===== src/pkg/jump_inc_pkg.sv =====
// constants for the jump and increment execution block
// assumes a core that feeds one 14-bit instruction word per instruction cycle
package jump_inc_pkg;
  // ==========================================================================
  // widths
  localparam int INSTR_W = 14;
  localparam int PC_W = 13;
  localparam int DATA_W = 8;
  localparam int FADDR_W = 7;
  localparam int LIT_W = 11;
  localparam int PHASES = 4;
  // ==========================================================================
  // instruction encodings
  localparam logic [2:0] JUMP_OP = 3'h5;        // bits 13:11
  localparam logic [5:0] INCREMENT_FILE_REGISTER_OP = 6'h0A;       // bits 13:8
  localparam int OP_JUMP_LSB = 11;
  localparam int OP_INC_LSB = 8;
  localparam int DEST_BIT = 7;
  // ==========================================================================
  // latch field feeding the upper program counter bits
  localparam int LATCH_HI = 4;
  localparam int LATCH_LO = 3;
  // ==========================================================================
  // reset values and phase numbers
  localparam logic [PC_W-1:0] PC_RESET = 13'h0000;
  localparam logic [DATA_W-1:0] DATA_RESET = 8'h00;
  localparam logic [1:0] PHASE_DECODE = 2'h0;
  localparam logic [1:0] PHASE_WRITE = 2'h3;
  localparam logic [DATA_W-1:0] ONE = 8'h01;
  // ==========================================================================
  // execution states
  typedef enum logic [1:0] {EXEC_ST, FLUSH_ST} exec_state_t;
endpackage : jump_inc_pkg


===== src/rtl/incrementer.sv =====
// increment unit: adds one to a file register value and flags a zero result
// assumes the operand is stable from the read phase to the write phase
`timescale 1ns/1ps
module incrementer (
  input wire logic [7:0] operand,
  output logic [7:0] sum,
  output logic is_zero
);
  // ==========================================================================
  // adder; carry out deliberately dropped, wraps 0xFF to 0x00
  always_comb begin
    sum = operand + jump_inc_pkg::ONE;
    is_zero = (sum == jump_inc_pkg::DATA_RESET);
  end
endmodule : incrementer


===== src/rtl/jump_and_increment_exec.sv =====
// execution of the unconditional jump and the file register increment
// assumes fetch supplies instr on phase 0 and the file register file is external
`timescale 1ns/1ps
// Summary of operation
// - jump copies eleven-bit literal into program counter bits 10 to 0
// - jump fills program counter bits 12 and 11 from latch bits 4 and 3
// - jump takes two cycles; second cycle is a no-operation flush
// - increment reads addressed file register, adds one, finishes in one cycle
// - destination bit 0 writes result to working register only
// - destination bit 1 writes result back into the addressed file register
module jump_and_increment_exec (
  input wire logic sys_clk,
  input wire logic rst_n,
  input wire logic clk_en,
  input wire logic instr_valid,
  input wire logic [13:0] instr,
  input wire logic [7:0] program_counter_high_latch,
  input wire logic [7:0] file_rdata,
  output logic [6:0] file_addr,
  output logic [7:0] file_wdata,
  output logic file_we,
  output logic [7:0] w_reg,
  output logic zero_flag_reg,
  output logic [12:0] pc_reg,
  output logic pc_load,
  output logic flush,
  output logic [1:0] phase_reg
);
  jump_inc_pkg::exec_state_t state_reg;
  logic [13:0] ir_reg;
  logic [7:0] inc_sum;
  logic inc_zero;
  logic is_jump;
  logic is_inc;
  logic at_decode;
  logic at_write;
  logic [7:0] file_wdata_next;

  // ==========================================================================
  // decode
  assign at_decode = (phase_reg == jump_inc_pkg::PHASE_DECODE);
  assign at_write = (phase_reg == jump_inc_pkg::PHASE_WRITE);
  assign is_jump = (state_reg == jump_inc_pkg::EXEC_ST) &&
                   (ir_reg[jump_inc_pkg::INSTR_W-1:jump_inc_pkg::OP_JUMP_LSB] == jump_inc_pkg::JUMP_OP);
  assign is_inc = (state_reg == jump_inc_pkg::EXEC_ST) &&
                  (ir_reg[jump_inc_pkg::INSTR_W-1:jump_inc_pkg::OP_INC_LSB] == jump_inc_pkg::INCREMENT_FILE_REGISTER_OP);
  assign file_addr = ir_reg[jump_inc_pkg::FADDR_W-1:0];
  assign file_wdata_next = inc_sum;
  assign flush = (state_reg == jump_inc_pkg::FLUSH_ST);

  incrementer u_inc (
    .operand(file_rdata),
    .sum(inc_sum),
    .is_zero(inc_zero)
  );

  // ==========================================================================
  // four-phase instruction cycle counter
  always_ff @(posedge sys_clk or negedge rst_n) begin
    if (!rst_n) begin
      phase_reg <= jump_inc_pkg::PHASE_DECODE;
    end else if (clk_en) begin
      phase_reg <= phase_reg + 2'h1;
    end
  end

  // instruction register; an empty slot decodes as no operation
  always_ff @(posedge sys_clk or negedge rst_n) begin
    if (!rst_n) begin
      ir_reg <= 14'h0000;
    end else if (clk_en && at_decode) begin
      ir_reg <= instr_valid ? instr : 14'h0000;
    end
  end

  // ==========================================================================
  // jump: second cycle discards the prefetched word
  always_ff @(posedge sys_clk or negedge rst_n) begin
    if (!rst_n) begin
      state_reg <= jump_inc_pkg::EXEC_ST;
    end else if (clk_en && at_write) begin
      case (state_reg)
        jump_inc_pkg::EXEC_ST: begin
          if (is_jump) begin
            state_reg <= jump_inc_pkg::FLUSH_ST;
          end
        end
        jump_inc_pkg::FLUSH_ST: state_reg <= jump_inc_pkg::EXEC_ST;
        default: state_reg <= jump_inc_pkg::EXEC_ST;
      endcase
    end
  end

  // program counter load on the write phase
  always_ff @(posedge sys_clk or negedge rst_n) begin
    if (!rst_n) begin
      pc_reg <= jump_inc_pkg::PC_RESET;
      pc_load <= 1'b0;
    end else if (clk_en) begin
      pc_load <= 1'b0;
      if (at_write && is_jump) begin
        pc_reg <= {program_counter_high_latch[jump_inc_pkg::LATCH_HI:jump_inc_pkg::LATCH_LO],
                   ir_reg[jump_inc_pkg::LIT_W-1:0]};
        pc_load <= 1'b1;
      end
    end
  end

  // ==========================================================================
  // increment result: write phase only, single cycle
  always_ff @(posedge sys_clk or negedge rst_n) begin
    if (!rst_n) begin
      w_reg <= jump_inc_pkg::DATA_RESET;
      file_wdata <= jump_inc_pkg::DATA_RESET;
      file_we <= 1'b0;
    end else if (clk_en) begin
      file_we <= 1'b0;
      if (at_write && is_inc) begin
        if (ir_reg[jump_inc_pkg::DEST_BIT]) begin
          file_wdata <= file_wdata_next;
          file_we <= 1'b1;
        end else begin
          w_reg <= inc_sum;
        end
      end
    end
  end

  // zero flag; jump never touches it
  always_ff @(posedge sys_clk or negedge rst_n) begin
    if (!rst_n) begin
      zero_flag_reg <= 1'b0;
    end else if (clk_en && at_write && is_inc) begin
      zero_flag_reg <= inc_zero;
    end
  end

  // ==========================================================================
  // checks
  property p_jump_pc;
    @(posedge sys_clk) disable iff (!rst_n)
    (clk_en && at_write && is_jump) |=> (pc_load && pc_reg[10:0] == $past(ir_reg[10:0]));
  endproperty
  a_jump_pc: assert property (p_jump_pc) else $error("jump literal not loaded");

  property p_jump_hi;
    @(posedge sys_clk) disable iff (!rst_n)
    (clk_en && at_write && is_jump) |=> (pc_reg[12:11] == $past(program_counter_high_latch[4:3]));
  endproperty
  a_jump_hi: assert property (p_jump_hi) else $error("upper pc bits wrong");

  property p_flush;
    @(posedge sys_clk) disable iff (!rst_n)
    (clk_en && at_write && is_jump) |=> flush;
  endproperty
  a_flush: assert property (p_flush) else $error("no flush cycle after jump");

  property p_inc_dest1;
    @(posedge sys_clk) disable iff (!rst_n)
    (clk_en && at_write && is_inc && ir_reg[7]) |=> (file_we && file_wdata == $past(file_rdata) + 8'h01);
  endproperty
  a_inc_dest1: assert property (p_inc_dest1) else $error("file write-back wrong");

  property p_inc_dest0;
    @(posedge sys_clk) disable iff (!rst_n)
    (clk_en && at_write && is_inc && !ir_reg[7]) |=> (!file_we && w_reg == $past(file_rdata) + 8'h01);
  endproperty
  a_inc_dest0: assert property (p_inc_dest0) else $error("working register write wrong");

  property p_zero;
    @(posedge sys_clk) disable iff (!rst_n)
    (clk_en && at_write && is_inc) |=> (zero_flag_reg == ($past(file_rdata) == 8'hFF));
  endproperty
  a_zero: assert property (p_zero) else $error("zero flag wrong");

  property p_jump_keeps_z;
    @(posedge sys_clk) disable iff (!rst_n)
    (clk_en && is_jump) |=> $stable(zero_flag_reg);
  endproperty
  a_jump_keeps_z: assert property (p_jump_keeps_z) else $error("jump changed zero flag");

  // a frozen enable legally stretches the strobe, so only enabled clocks count
  property p_we_single;
    @(posedge sys_clk) disable iff (!rst_n)
    (clk_en && file_we) |=> !file_we;
  endproperty
  a_we_single: assert property (p_we_single) else $error("write strobe longer than one clock");

  // ==========================================================================
  // flush slot, hold and freeze checks
  // the word fetched behind a jump must not write a file register, load the pc, or change w or the zero flag
  property p_flush_discard;
    @(posedge sys_clk) disable iff (!rst_n)
    (clk_en && at_write && flush) |=> (!file_we && !pc_load && $stable(w_reg) && $stable(zero_flag_reg));
  endproperty
  a_flush_discard: assert property (p_flush_discard) else $error("flushed word was executed");

  property p_flush_ends;
    @(posedge sys_clk) disable iff (!rst_n)
    (clk_en && at_write && flush) |=> !flush;
  endproperty
  a_flush_ends: assert property (p_flush_ends) else $error("flush longer than one cycle");

  property p_jump_no_write;
    @(posedge sys_clk) disable iff (!rst_n)
    (clk_en && at_write && is_jump) |=> !file_we;
  endproperty
  a_jump_no_write: assert property (p_jump_no_write) else $error("jump wrote a file register");

  // program counter moves only on a jump's write phase
  property p_pc_hold;
    @(posedge sys_clk) disable iff (!rst_n)
    !(clk_en && at_write && is_jump) |=> $stable(pc_reg);
  endproperty
  a_pc_hold: assert property (p_pc_hold) else $error("pc changed without a jump");

  property p_dest1_keeps_w;
    @(posedge sys_clk) disable iff (!rst_n)
    (clk_en && at_write && is_inc && ir_reg[jump_inc_pkg::DEST_BIT]) |=> $stable(w_reg);
  endproperty
  a_dest1_keeps_w: assert property (p_dest1_keeps_w) else $error("write-back also changed w");

  // low enable must hold the cycle timing where it is
  property p_freeze;
    @(posedge sys_clk) disable iff (!rst_n)
    !clk_en |=> ($stable(phase_reg) && $stable(pc_reg) && $stable(w_reg));
  endproperty
  a_freeze: assert property (p_freeze) else $error("state moved while enable low");
endmodule : jump_and_increment_exec


===== config.mk =====
export PLATFORM = sky130hd
export DESIGN_NAME = jump_and_increment_exec
export DESIGN_NICKNAME = d
export VERILOG_FILES = /design/src/pkg/jump_inc_pkg.sv /design/src/rtl/incrementer.sv /design/src/rtl/jump_and_increment_exec.sv
export SDC_FILE = /design/constraint.sdc
export NUM_CORES = 1
export LEC_CHECK = 0
export ABC_AREA = 1
export BUFFER_PORTS_ARGS = -buffer_cell sky130_fd_sc_hd__buf_2
export CAP_MARGIN = 25
export CORE_MARGIN = 4
export CORE_UTILIZATION = 54
export CTS_CLUSTER_DIAMETER = 120
export DETAILED_ROUTE_END_ITERATION = 16
export PLACE_DENSITY = 0.84
export SKIP_LAST_GASP = 1
export SLEW_MARGIN = 20
export SYNTH_ARGS = -nofsm -noshare
export SYNTH_HDL_FRONTEND = slang
export SYNTH_HIERARCHICAL = 1
export SYNTH_SLANG_ARGS = --single-unit

===== constraint.sdc =====
create_clock -name sys_clk -period 3.7 [get_ports sys_clk]
set_input_delay 0.925 -clock sys_clk [delete_from_list [all_inputs] [get_ports sys_clk]]
set_output_delay 0.925 -clock sys_clk [all_outputs]
set_load 0.01 [all_outputs]

==> summary.md, run 1 <==
| Metric | Value |
|---|---|
| Sequential cell area fraction in the yosys report | `between 50% and 60%` |
| Share of total power in combinational logic | `a little under a third` |
| Total vias in the final route | `1892` |
| Launching point of the worst reg2reg path | `phase_reg[0]` |
| Power per cell area | `637.9 nW/um^2` |
| Horizontal die dimension | `roughly 75 um` |
| Required time at the worst-slack endpoint | `3.88 ns` |
| Clock network fraction of total power | `22.0%` |
| Post-CTS setup buffer count | `0` |
| Total of endpoints with negative setup slack in the final report | `0` |
| TritonCTS clock tree | `yes` |
| Global-route wire length before repair | `7.976 mm` |
| Number of design rule violations left after detail routing | `0` |
| Net total in the final layout | `366` |
| Worst-case clock skew | `0.005850 ns` |
| Total power draw | `1.779 mW` |
| Number of instances resized during post-cts repair | `0` |
| Category of the critical setup timing path | `in -> reg` |
| I/O pin cnt | `76` |
| Static Leakage | `1.577 nW` |
| Clock sink count | `49` |
| Largest register FFs | `14` |
| Number of cell rows | `23` |
| Design internal power | `1.121 mW` |
| Number of failing hold endpoints at the final stage | `0` |
| Largest net degree at the start of global routing | `50` |
| Average vias per placed instance | `around 5.0` |
| Initial core utilization | `57.73%` |
| Worst hold start | `pc_reg[4]` |
| Hold Path Cell Cnt | `2` |
| Worst-case reg-to-reg path depth | `6` |
| Routability cong. | `0.8042` |
| Routed WL per cell | `12.74 um` |
| Clock root buffer | `clkbuf_8` |
| Final Max Slew Viols | `0` |
| Setup TNS | `0 ns` |
| Number of inserted diodes | `0` |
| Portion of total power attributed to sequential cells | `46.4%` |
| Critical register-to-register path endpoint | `pc_reg[0]` |
| Post-synthesis instance area | `2392 um^2` |
| Post-layout minimum cycle time | `2.024 ns` |
| P&R area growth vs syn | `16.58%` |
| Clock transition at path regs | `0.08 ns` |
| Bufs on Longest Clock Path | `2` |
| Post-synthesis cell count | `269` |
| Worst Hold End | `pc_reg[4]` |
| Slew at the pin closest to its max-slew limit | `0.7586 ns` |
| Final HPWL from detailed placement | `3.479 mm` |
| Largest fanout on the critical path | `28` |
| Area share of the leading cell type in the synthesized netlist | `51.26%` |
| H-tree lvl count | `2` |
| Via count of the first global-routing pass | `1804` |
| Net Switching | `between 0.6 and 0.7 mW` |
| Overall overflow remaining after global route | `0` |
| Net switching share of the total power | `36.99%` |
| Die area | `5559 um^2` |
| Detailed router's first-iteration violation count | `151` |
| Worst EP arrival | `2.21 ns` |
| Max_slew headroom | `49.31%` |
| Endpoint type of the worst setup path | `flip-flop` |
| Number of antenna violations at the first check in global routing | `0` |
| Die extent in y | `74.56 um` |
| Syn Area/Cell | `8.893 um^2` |
| Area leader, netlist | `dfrtp_1` |
| Total of max-cap violations | `0` |
| Number of buffers added by the clock tree synthesis step | `5` |
| Critical path launch point | `clk_en` |
| Status | `finished, final reports clean` |
| Clk Latency, worst-skew pair | `0.30 ns` |
| CTS Hold Buffers Added | `0` |
| Core Util, Final | `67.30%` |
| ANT nets after route | `0` |
| Worst hold path type | `reg -> reg` |
| IR Drop Worst-Case VDD | `0.0004467 V` |
| Area of the core region | `about 4100 um^2` |
| Initial DRT Pass Iterations | `6` |
| Maximum clock frequency | `0.4941 GHz` |
| Post-Route WL | `4.829 mm` |
| Number of nets produced by synthesis | `307` |
| Total global routing track utilization | `between 10% and 20%` |
| Most area-consuming cells after synthesis | `dfrtp_1 51%, nand2_1 15%, o21ai_2 4.8%` |
| Unrepaired setup endpoints after global routing | `no` |
| Ys Warns | `6` |
| Post-synthesis cell type count | `23` |
| Period Utilization, post-route | `54.70%` |
| R2r setup slk | `1.84 ns` |
| Number of buffer cells added on primary ports | `between 60 and 70` |
| Number of register bits inferred by synthesis | `49` |
| Proportion of layout cells with a drive suffix above 1 | `29.48%` |
| Kind of start point of the critical path | `primary input` |
-- cell usage after synthesis (all sizes together) --
cell	instances
nand2	98
dfrtp	49
o21ai	30
inv	28
nand4	20
buf	15
nor2	11
nand3	6
ha	4
clkbuf	2
o21bai	2
xor2	2
clkinv	1
xnor2	1
-- cell usage in the layout, fill, tap and decap left out --
master	instances
clkbuf_1	1
o21ai_2	13
inv_1	28
bufinv_16	1
nand4_4	2
buf_4	1
clkinv_1	1
nor2_8	1
nand2_1	97
o21bai_1	2
o21ai_0	17
nand3_1	6
xor2_1	2
xnor2_1	1
nand4_2	1
nand2_4	1
nand4_1	17
clkbuf_8	6
nor2_4	1
nor2_1	7
ha_1	4
nor2_2	2
dfrtp_1	49
buf_2	68
-- worst max path at each step --
| stage | end | slack [ns] | cells past startpoint |
|---|---|---|---|
| global route | pc_reg[0] | 1.56 | 6 |
| finish | pc_reg[0] | 1.68 | 6 |
| CTS | pc_reg[0] | 1.66 | 6 |
| global placement | pc_reg[10] | 1.39 | 6 |
| floorplan | zero_flag_reg | 1.92 | 9 |
| detailed placement | pc_reg[9] | 1.37 | 6 |
-- final cells by class --
type                            count  area [um^2]
Fill cell                         351         1355
Sequential cell                    49         1226
Multi-Input combinational cell    174        927.1
Timing Repair Buffer               69        347.8
Inverter                           29        108.9
Clock buffer                        7        86.33
Tap cell                           50        62.56
Clock inverter                      1        30.03
-- logic make-up (layout without fill, tap and decap cells) --
group | count (synthesis) | count (layout) | share of synthesized area [%]
flip-flops | 49 | 49 | 51.26
adder cells (fa/ha/maj) | 4 | 4 | 2.092
AND/OR/NAND/NOR | 135 | 135 | 26.62
buffers and inverters | 46 | 106 | 9.989
XOR/XNOR | 3 | 3 | 1.099
AO/OA/AOI/OAI | 32 | 32 | 8.943
-- worst max-delay path: stages --
cell and delay (ns):
buf_2 0.17, nand2_4 0.09, nor2_8 0.27, nand4_4 0.45, nand2_1 0.23, o21ai_2 0.07
-- stage by stage --
step | instance area (um^2) | setup slack (ns) | instances | hold WS (ns)
floorplan | 2392 | 1.921 | 269 | 0.4530
global placement | 2670 | 1.392 | 371 | 0.4585
detailed placement | 2670 | 1.371 | 371 | 0.4623
CTS | 2786 | 1.660 | 379 | 0.4843
global route | 2789 | 1.561 | 379 | 0.4982
finish | 2789 | 1.676 | 379 | 0.4817
-- per-layer routing --
| metal | up-vias | GRT usage [%] | wire length, um |
|---|---|---|---|
| li1 | 974 | - | - |
| met1 | 845 | 24.04 | 2189 |
| met2 | 65 | 30.73 | 2220 |
| met3 | 8 | 5.676 | 357 |
| met4 | 0 | 6.126 | 61 |
| met5 | - | 0 | 0 |
-- power by group through the flow --
| stage | logic (mW) | registers (mW) | clock network [mW] |
|---|---|---|---|
| 3_3_place_gp | 0.553 | 0.825 | 0 |
| 3_5_place_dp | 0.569 | 0.834 | 0 |
| 6_report | 0.563 | 0.825 | 0.391 |
| 5_1_grt | 0.633 | 0.850 | 0.420 |
| 4_1_cts | 0.572 | 0.825 | 0.395 |
| 2_1_floorplan | 0.411 | 0.842 | 0 |
No activity file was read; power rests on OpenSTA's default activity.
==> run 2: changes to the inputs <==
--- a/config.mk
+++ b/config.mk
@@ -9,10 +9,10 @@
 export BUFFER_PORTS_ARGS = -buffer_cell sky130_fd_sc_hd__buf_2
 export CAP_MARGIN = 25
 export CORE_MARGIN = 4
-export CORE_UTILIZATION = 54
+export CORE_UTILIZATION = 51
 export CTS_CLUSTER_DIAMETER = 120
 export DETAILED_ROUTE_END_ITERATION = 16
-export PLACE_DENSITY = 0.84
+export PLACE_DENSITY = 0.8
 export SKIP_LAST_GASP = 1
 export SLEW_MARGIN = 20
 export SYNTH_ARGS = -nofsm -noshare
==> constraint.sdc (replaced) <==
create_clock -name sys_clk -period 2 [get_ports sys_clk]
set_input_delay 0.5 -clock sys_clk [delete_from_list [all_inputs] [get_ports sys_clk]]
set_output_delay 0.5 -clock sys_clk [all_outputs]
set_load 0.01 [all_outputs]
==> run 2 against run 1 <==
Worst hold slack got worse by 0.31 ns. Combinational power increased by 90%. Final area increased by 1.1%. Clock power increased by 82%. Flip-flop and latch count unchanged. Global-route usage decreased by 1.6 points.
==> summary.md, run 2 (synthesis results as in run 1) <==
| Metric | Value |
|---|---|
| Status | `finished, final reports clean` |
| CTS Hold Buffers Added | `0 (unchanged)` |
| Kind of start point of the critical path | `flip-flop` |
| Slew at the pin closest to its max-slew limit | `0.5325 ns (-0.2261 ns)` |
| Setup TNS | `0 ns (unchanged)` |
| Net total in the final layout | `370 (+1.1%)` |
| Initial DRT Pass Iterations | `4 (-2)` |
| IR Drop Worst-Case VDD | `0.0005427 V (+21%)` |
| Number of buffer cells added on primary ports | `69 (unchanged)` |
| Final-layout fill cell count | `388 (+11%)` |
| Clock sink count | `49 (unchanged)` |
| Area of the core region | `4444 um^2 (+7.2%)` |
| Total vias in the final route | `1955 (+3.3%)` |
| Most frequent cells in the layout | `97 x nand2_1, 69 x buf_2, 49 x dfrtp_1` |
| Post-layout minimum cycle time | `1.609 ns` |
| Post-route design area | `2819 um^2 (+1.1%)` |
| Average vias per placed instance | `5.078 (+1.7%)` |
| Most common cell after layout, fill and taps aside | `nand2_1` |
| Die area | `5851 um^2 (+5.2%)` |
| Number of inserted diodes | `0 (unchanged)` |
| Total of endpoints with negative setup slack in the final report | `0 (unchanged)` |
| Clock transition at path regs | `0.09 ns (about the same)` |
| Routed WL per cell | `12.72 um (-0.15%)` |
| Routability cong. | `0.8069 (+0.34%)` |
| Period Utilization, post-route | `80.46%` |
| Horizontal die dimension | `76.49 um (+2.6%)` |
| Clock root buffer | `clkbuf_8` |
| ANT nets after route | `0 (unchanged)` |
| Power per cell area | `1175 nW/um^2 (+84%)` |
| Overall overflow remaining after global route | `0 (unchanged)` |
| Endpoint type of the worst setup path | `flip-flop` |
| TritonCTS clock tree | `yes` |
| Bufs on Longest Clock Path | `2 (unchanged)` |
| Global-route wire length before repair | `8.314 mm (+4.2%)` |
| I/O pin cnt | `76 (unchanged)` |
| Total power draw | `3.314 mW (+86%)` |
| Number of antenna violations at the first check in global routing | `0 (unchanged)` |
| Number of failing hold endpoints at the final stage | `0 (unchanged)` |
| Via count of the first global-routing pass | `1807 (+0.17%)` |
| Worst-case reg-to-reg path depth | `6 (unchanged)` |
| Placement-stage cell area | `2703 um^2 (+1.2%)` |
| Worst hold path type | `in -> async` |
| Number of instances resized during post-cts repair | `0 (unchanged)` |
| Required time at the worst-slack endpoint | `2.18 ns (-1.70 ns)` |
| Post-Route WL | `4.898 mm (+1.4%)` |
| Largest register FFs | `14 (unchanged)` |
| Number of cell rows | `24 (+4.3%)` |
| Total of max-cap violations | `0 (unchanged)` |
| H-tree lvl count | `2 (unchanged)` |
| Worst-case clock skew | `0.008117 ns (+0.002268 ns)` |
| Largest net degree at the start of global routing | `29 (-42%)` |
| Unrepaired setup endpoints after global routing | `no` |
| Detailed router's first-iteration violation count | `140 (-7.3%)` |
| Static Leakage | `1.596 nW (+1.2%)` |
| Final Max Slew Viols | `0 (unchanged)` |
| Number of design rule violations left after detail routing | `0 (unchanged)` |
| Worst EP arrival | `1.79 ns (-0.42 ns)` |
| Post-CTS setup buffer count | `0 (unchanged)` |
| Max_slew headroom | `64.50% (+15 points)` |
| Initial core utilization | `53.83% (-3.9 points)` |
| Final HPWL from detailed placement | `3.570 mm (+2.6%)` |
| Number of buffers added by the clock tree synthesis step | `5 (unchanged)` |
| Category of the critical setup timing path | `reg -> reg` |
| Die extent in y | `76.49 um (+2.6%)` |
| Maximum clock frequency | `about 0.62 GHz` |
| P&R area growth vs syn | `17.83%` |
| Proportion of layout cells with a drive suffix above 1 | `30.33% (+0.85 points)` |
| Clk Latency, worst-skew pair | `0.29 ns (about the same)` |
| Total global routing track utilization | `17.26% (-1.6 points)` |
| Largest fanout on the critical path | `28 (unchanged)` |
-- run 2: routing by layer --
metal	vias up	share of wire [%]	global-route usage, %
met4	0	1.1	4.348
met3	6	7.8	4.846
met5	-	0	0
met1	897	43	22.40
li1	977	-	-
met2	75	48	28.47
-- run 2: layout make-up --
| class | instances | area [um^2] | area share, % |
|---|---|---|---|
| Timing Repair Buffer | 73 | 375.4 | 13.32 |
| Sequential cell | 49 | 1226 | 43.50 |
| Multi-Input combinational cell | 174 | 927.1 | 32.89 |
| Clock inverter | 1 | 30.03 | 1.065 |
| Clock buffer | 7 | 86.33 | 3.063 |
| Tap cell | 52 | 65.06 | 2.308 |
| Inverter | 29 | 108.9 | 3.862 |
-- run 2: power breakdown --
group	switching, mW	internal (mW)	leakage [nW]
registers	0.250	1.28	0.665
logic	0.669	0.403	0.872
clock network	0.304	0.408	0.0585
-- run 2: critical path, cell delays in order (launching register included) --
cell,delay [ns]
dfrtp_1,0.42
ha_1,0.21
nand2_4,0.08
nor2_8,0.11
nand4_4,0.39
nand2_1,0.22
o21ai_2,0.06
-- run 2: worst paths after layout --
kind	from	end	slack (ns)
max in group asynchronous	rst_n	ir_reg[13]	1.25
min in group sys_clk	program_counter_high_latch[4]	pc_reg[12]	0.44
min	rst_n	pc_reg[12]	0.17
max	phase_reg[0]	pc_reg[8]	0.39
max reg2reg	phase_reg[0]	pc_reg[8]	0.39
min reg2reg	zero_flag_reg	zero_flag_reg	0.48
-- run 2: through the flow --
stage               setup slack, ns  std cells  hold slack (ns)  util [%]
floorplan                    0.6404        269           0.2044         -
global placement             0.3265        377           0.4584     60.81
detailed placement           0.3259        377           0.4606     60.81
CTS                          0.3712        385           0.1927     63.43
global route                 0.2217        385           0.2062     63.43
finish                       0.3909        385           0.1721     63.43
==> run 3: changes to the inputs <==
--- a/config.mk
+++ b/config.mk
@@ -9,10 +9,10 @@
 export BUFFER_PORTS_ARGS = -buffer_cell sky130_fd_sc_hd__buf_2
 export CAP_MARGIN = 25
 export CORE_MARGIN = 4
-export CORE_UTILIZATION = 51
+export CORE_UTILIZATION = 46
 export CTS_CLUSTER_DIAMETER = 120
 export DETAILED_ROUTE_END_ITERATION = 16
-export PLACE_DENSITY = 0.8
+export PLACE_DENSITY = 0.76
 export SKIP_LAST_GASP = 1
 export SLEW_MARGIN = 20
 export SYNTH_ARGS = -nofsm -noshare
==> constraint.sdc (replaced) <==
create_clock -name sys_clk -period 1.3 [get_ports sys_clk]
set_input_delay 0.325 -clock sys_clk [delete_from_list [all_inputs] [get_ports sys_clk]]
set_output_delay 0.325 -clock sys_clk [all_outputs]
set_load 0.01 [all_outputs]
==> run 3 against run 2 <==
The run now ends with negative hold slack, negative setup slack left. Wire length rose by 10%. Sequential share of layout area down 4.3 points. Die area grew 9.7%. Sequential power increased by 50%. Fmax up 20%. Global-route usage decreased by 0.13 points. Count of clock-buffer cells in the layout unchanged. Critical path type unchanged. Largest power group unchanged.
==> summary.md, run 3 (synthesis results as in run 1) <==
| Metric | Value |
|---|---|
| Multi-input logic area | `997.2 um^2 (+7.6%)` |
| Largest register FFs | `14 (unchanged)` |
| Routability cong. | `0.8151 (+1.0%)` |
| Clk Latency, worst-skew pair | `0.30 ns (about the same)` |
| Overall overflow remaining after global route | `0 (unchanged)` |
| Setup TNS | `-0.4569 ns (-0.4569 ns)` |
| Largest net degree at the start of global routing | `50 (+72%)` |
| ANT nets after route | `0 (unchanged)` |
| Category of the critical setup timing path | `reg -> reg` |
| Proportion of layout cells with a drive suffix above 1 | `38.31% (+8.0 points)` |
| Total of endpoints with negative setup slack in the final report | `18 (+18)` |
| Critical register-to-register path endpoint | `pc_reg[1]` |
| I/O pin cnt | `76 (unchanged)` |
| Worst EP arrival | `1.54 ns (-0.25 ns)` |
| Bufs on Longest Clock Path | `2 (unchanged)` |
| Total vias in the final route | `1988 (+1.7%)` |
| Die area | `6418 um^2 (+9.7%)` |
| Violated checks | `negative hold slack, negative setup slack` |
| Max_slew headroom | `78.24% (+14 points)` |
| Final Max Slew Viols | `0 (unchanged)` |
| Status | `finished, violations left` |
| Initial core utilization | `49.03% (-4.8 points)` |
| Detailed router's first-iteration violation count | `87 (-38%)` |
| Horizontal die dimension | `80.12 um (+4.7%)` |
| Clock network fraction of total power | `15.9% (-5.6 points)` |
| Worst-case clock skew | `0.006429 ns (-0.001688 ns)` |
| Unrepaired setup endpoints after global routing | `yes` |
| Number of inserted diodes | `0 (unchanged)` |
| Endpoint type of the worst setup path | `flip-flop` |
| Routed WL per cell | `12.82 um (+0.81%)` |
| Final-layout fill cell count | `414 (+6.7%)` |
| CTS Hold Buffers Added | `0 (unchanged)` |
| Clock transition at path regs | `0.09 ns (about the same)` |
| Number of antenna violations at the first check in global routing | `0 (unchanged)` |
| Net total in the final layout | `392 (+5.9%)` |
| Sequential standard cell area | `1227 um^2 (+0.10%)` |
| Slew at the pin closest to its max-slew limit | `0.3260 ns (-0.2065 ns)` |
| Most frequent cells in the layout | `90 x nand2_1, 67 x buf_2, 48 x dfrtp_1` |
| Portion of total power attributed to sequential cells | `42.3% (-3.9 points)` |
| R2r setup slk | `-0.04 ns (-0.43 ns)` |
| Total global routing track utilization | `17.13% (-0.13 points)` |
| Final HPWL from detailed placement | `3.814 mm (+6.8%)` |
| H-tree lvl count | `2 (unchanged)` |
| Number of failing hold endpoints at the final stage | `1 (+1)` |
| Post-layout minimum cycle time | `1.343 ns (-0.2663 ns)` |
| Clock root buffer | `clkbuf_8` |
| Launching point of the worst reg2reg path | `phase_reg[0]` |
| Required time at the worst-slack endpoint | `1.49 ns (-0.69 ns)` |
| Number of cell rows | `25 (+4.2%)` |
| P&R area growth vs syn | `30.81%` |
| Share of total power in combinational logic | `41.9% (+9.5 points)` |
| Worst hold slack across all endpoints | `-0.0002736 ns (-0.1724 ns)` |
| Clock sink count | `49 (unchanged)` |
| Average vias per placed instance | `4.711 (-7.2%)` |
| Static Leakage | `1.723 nW (+8.0%)` |
| Post-Route WL | `5.412 mm (+10%)` |
| Worst-case reg-to-reg path depth | `7 (+1)` |
| Period Utilization, post-route | `103.3% (+23 points)` |
| Largest fanout on the critical path | `10 (-64%)` |
| Net switching share of the total power | `38.61% (+1.7 points)` |
| Design internal power | `3.347 mW (+60%)` |
| Initial DRT Pass Iterations | `4 (unchanged)` |
| Most common cell after layout, fill and taps aside | `nand2_1` |
| Worst hold path type | `in -> async` |
| Kind of start point of the critical path | `flip-flop` |
| Maximum clock frequency | `0.7447 GHz (+20%)` |
| Net Switching | `2.105 mW (+72%)` |
| Via count of the first global-routing pass | `1934 (+7.0%)` |
| Final Worst Setup Slack | `-0.04279 ns (-0.4337 ns)` |
| Area of the core region | `4880 um^2 (+9.8%)` |
| Number of design rule violations left after detail routing | `0 (unchanged)` |
| TritonCTS clock tree | `yes` |
| Global-route wire length before repair | `8.604 mm (+3.5%)` |
| Number of buffer cells added on primary ports | `69 (unchanged)` |
| Power per cell area | `1742 nW/um^2 (+48%)` |
| Total of max-cap violations | `0 (unchanged)` |
| IR Drop Worst-Case VDD | `0.001037 V (+91%)` |
| Number of buffers added by the clock tree synthesis step | `5 (unchanged)` |
| Total power draw | `5.452 mW (+65%)` |
| Die extent in y | `80.12 um (+4.7%)` |
[run 3: cell types whose count changed in the layout (fill, tap and decap cells not counted), sizes merged]
cell,before,now
buf,73,93
bufinv,1,0
clkbuf,7,8
clkinvlp,0,1
nand4,20,21
[run 3: critical path, cell delays in order (launching register included)]
cell and delay (ns):
dfrtp_1 0.38, ha_2 0.20, nand2_4 0.07, nor2_8 0.16
nand4_4 0.12, buf_6 0.17, nand2_1 0.08, o21ai_2 0.06
[run 3: layout make-up]
cell class                      count  area share (%)
Tap cell                           67           2.679
Clock inverter                      1          0.2399
Timing Repair Buffer               94           20.07
Inverter                           29           3.479
Multi-Input combinational cell    175           31.87
Clock buffer                        7           2.439
Sequential cell                    49           39.22
[run 3: worst max path at each step]
stage	from	to	slack, ns	cells past startpoint
final	phase_reg[0]	pc_reg[1]	-0.04	7
after global routing	ir_reg[12]	w_reg[4]	-0.14	6
after CTS	phase_reg[1]	w_reg[3]	-0.02	6
after detailed placement	file_rdata[0]	zero_flag_reg	-0.11	10
after global placement	file_rdata[0]	zero_flag_reg	-0.05	10
after floorplan	phase_reg[0]	pc_reg[10]	-0.06	7
[run 3: metrics by stage]
step / instances / util, % / setup slack (ns) / hold slack, ns / instance area (um^2)
after CTS: 417 / 61.38 / -0.01539 / 0.008772 / 2995
after global placement: 409 / 59.46 / -0.04820 / 0.3278 / 2902
final: 422 / 64.13 / -0.04279 / -0.0002736 / 3129
after detailed placement: 409 / 59.46 / -0.1099 / 0.3370 / 2902
after floorplan: 269 / - / -0.05522 / 0.02941 / 2395
after global routing: 422 / 64.13 / -0.1394 / 0.008319 / 3129
[run 3: what timing repair did]
item / 4_1_cts / 5_1_grt
endpoints found under the setup margin: 15 / 47
setup buffers: 0 / 3
hold endpoints to repair: 0 / 0
gates resized for setup: 2 / 26
cloned: 0 / 2
pin swaps: 0 / 5
[run 3: power by group through the flow]
stage / logic [mW] / clock network [mW] / registers, mW
2_1_floorplan: 1.17 / 0 / 2.40
3_3_place_gp: 1.91 / 0 / 2.28
3_5_place_dp: 1.97 / 0 / 2.31
4_1_cts: 2.00 / 0.888 / 2.29
5_1_grt: 2.54 / 0.959 / 2.37
6_report: 2.28 / 0.864 / 2.30
[run 3: per-layer routing]
metal	vias up	global-route usage, %	wire (um)
met5	-	0	0
met4	0	6.419	75
met3	7	4.148	298
met2	51	26.99	2597
met1	901	22.83	2440
li1	1029	-	-
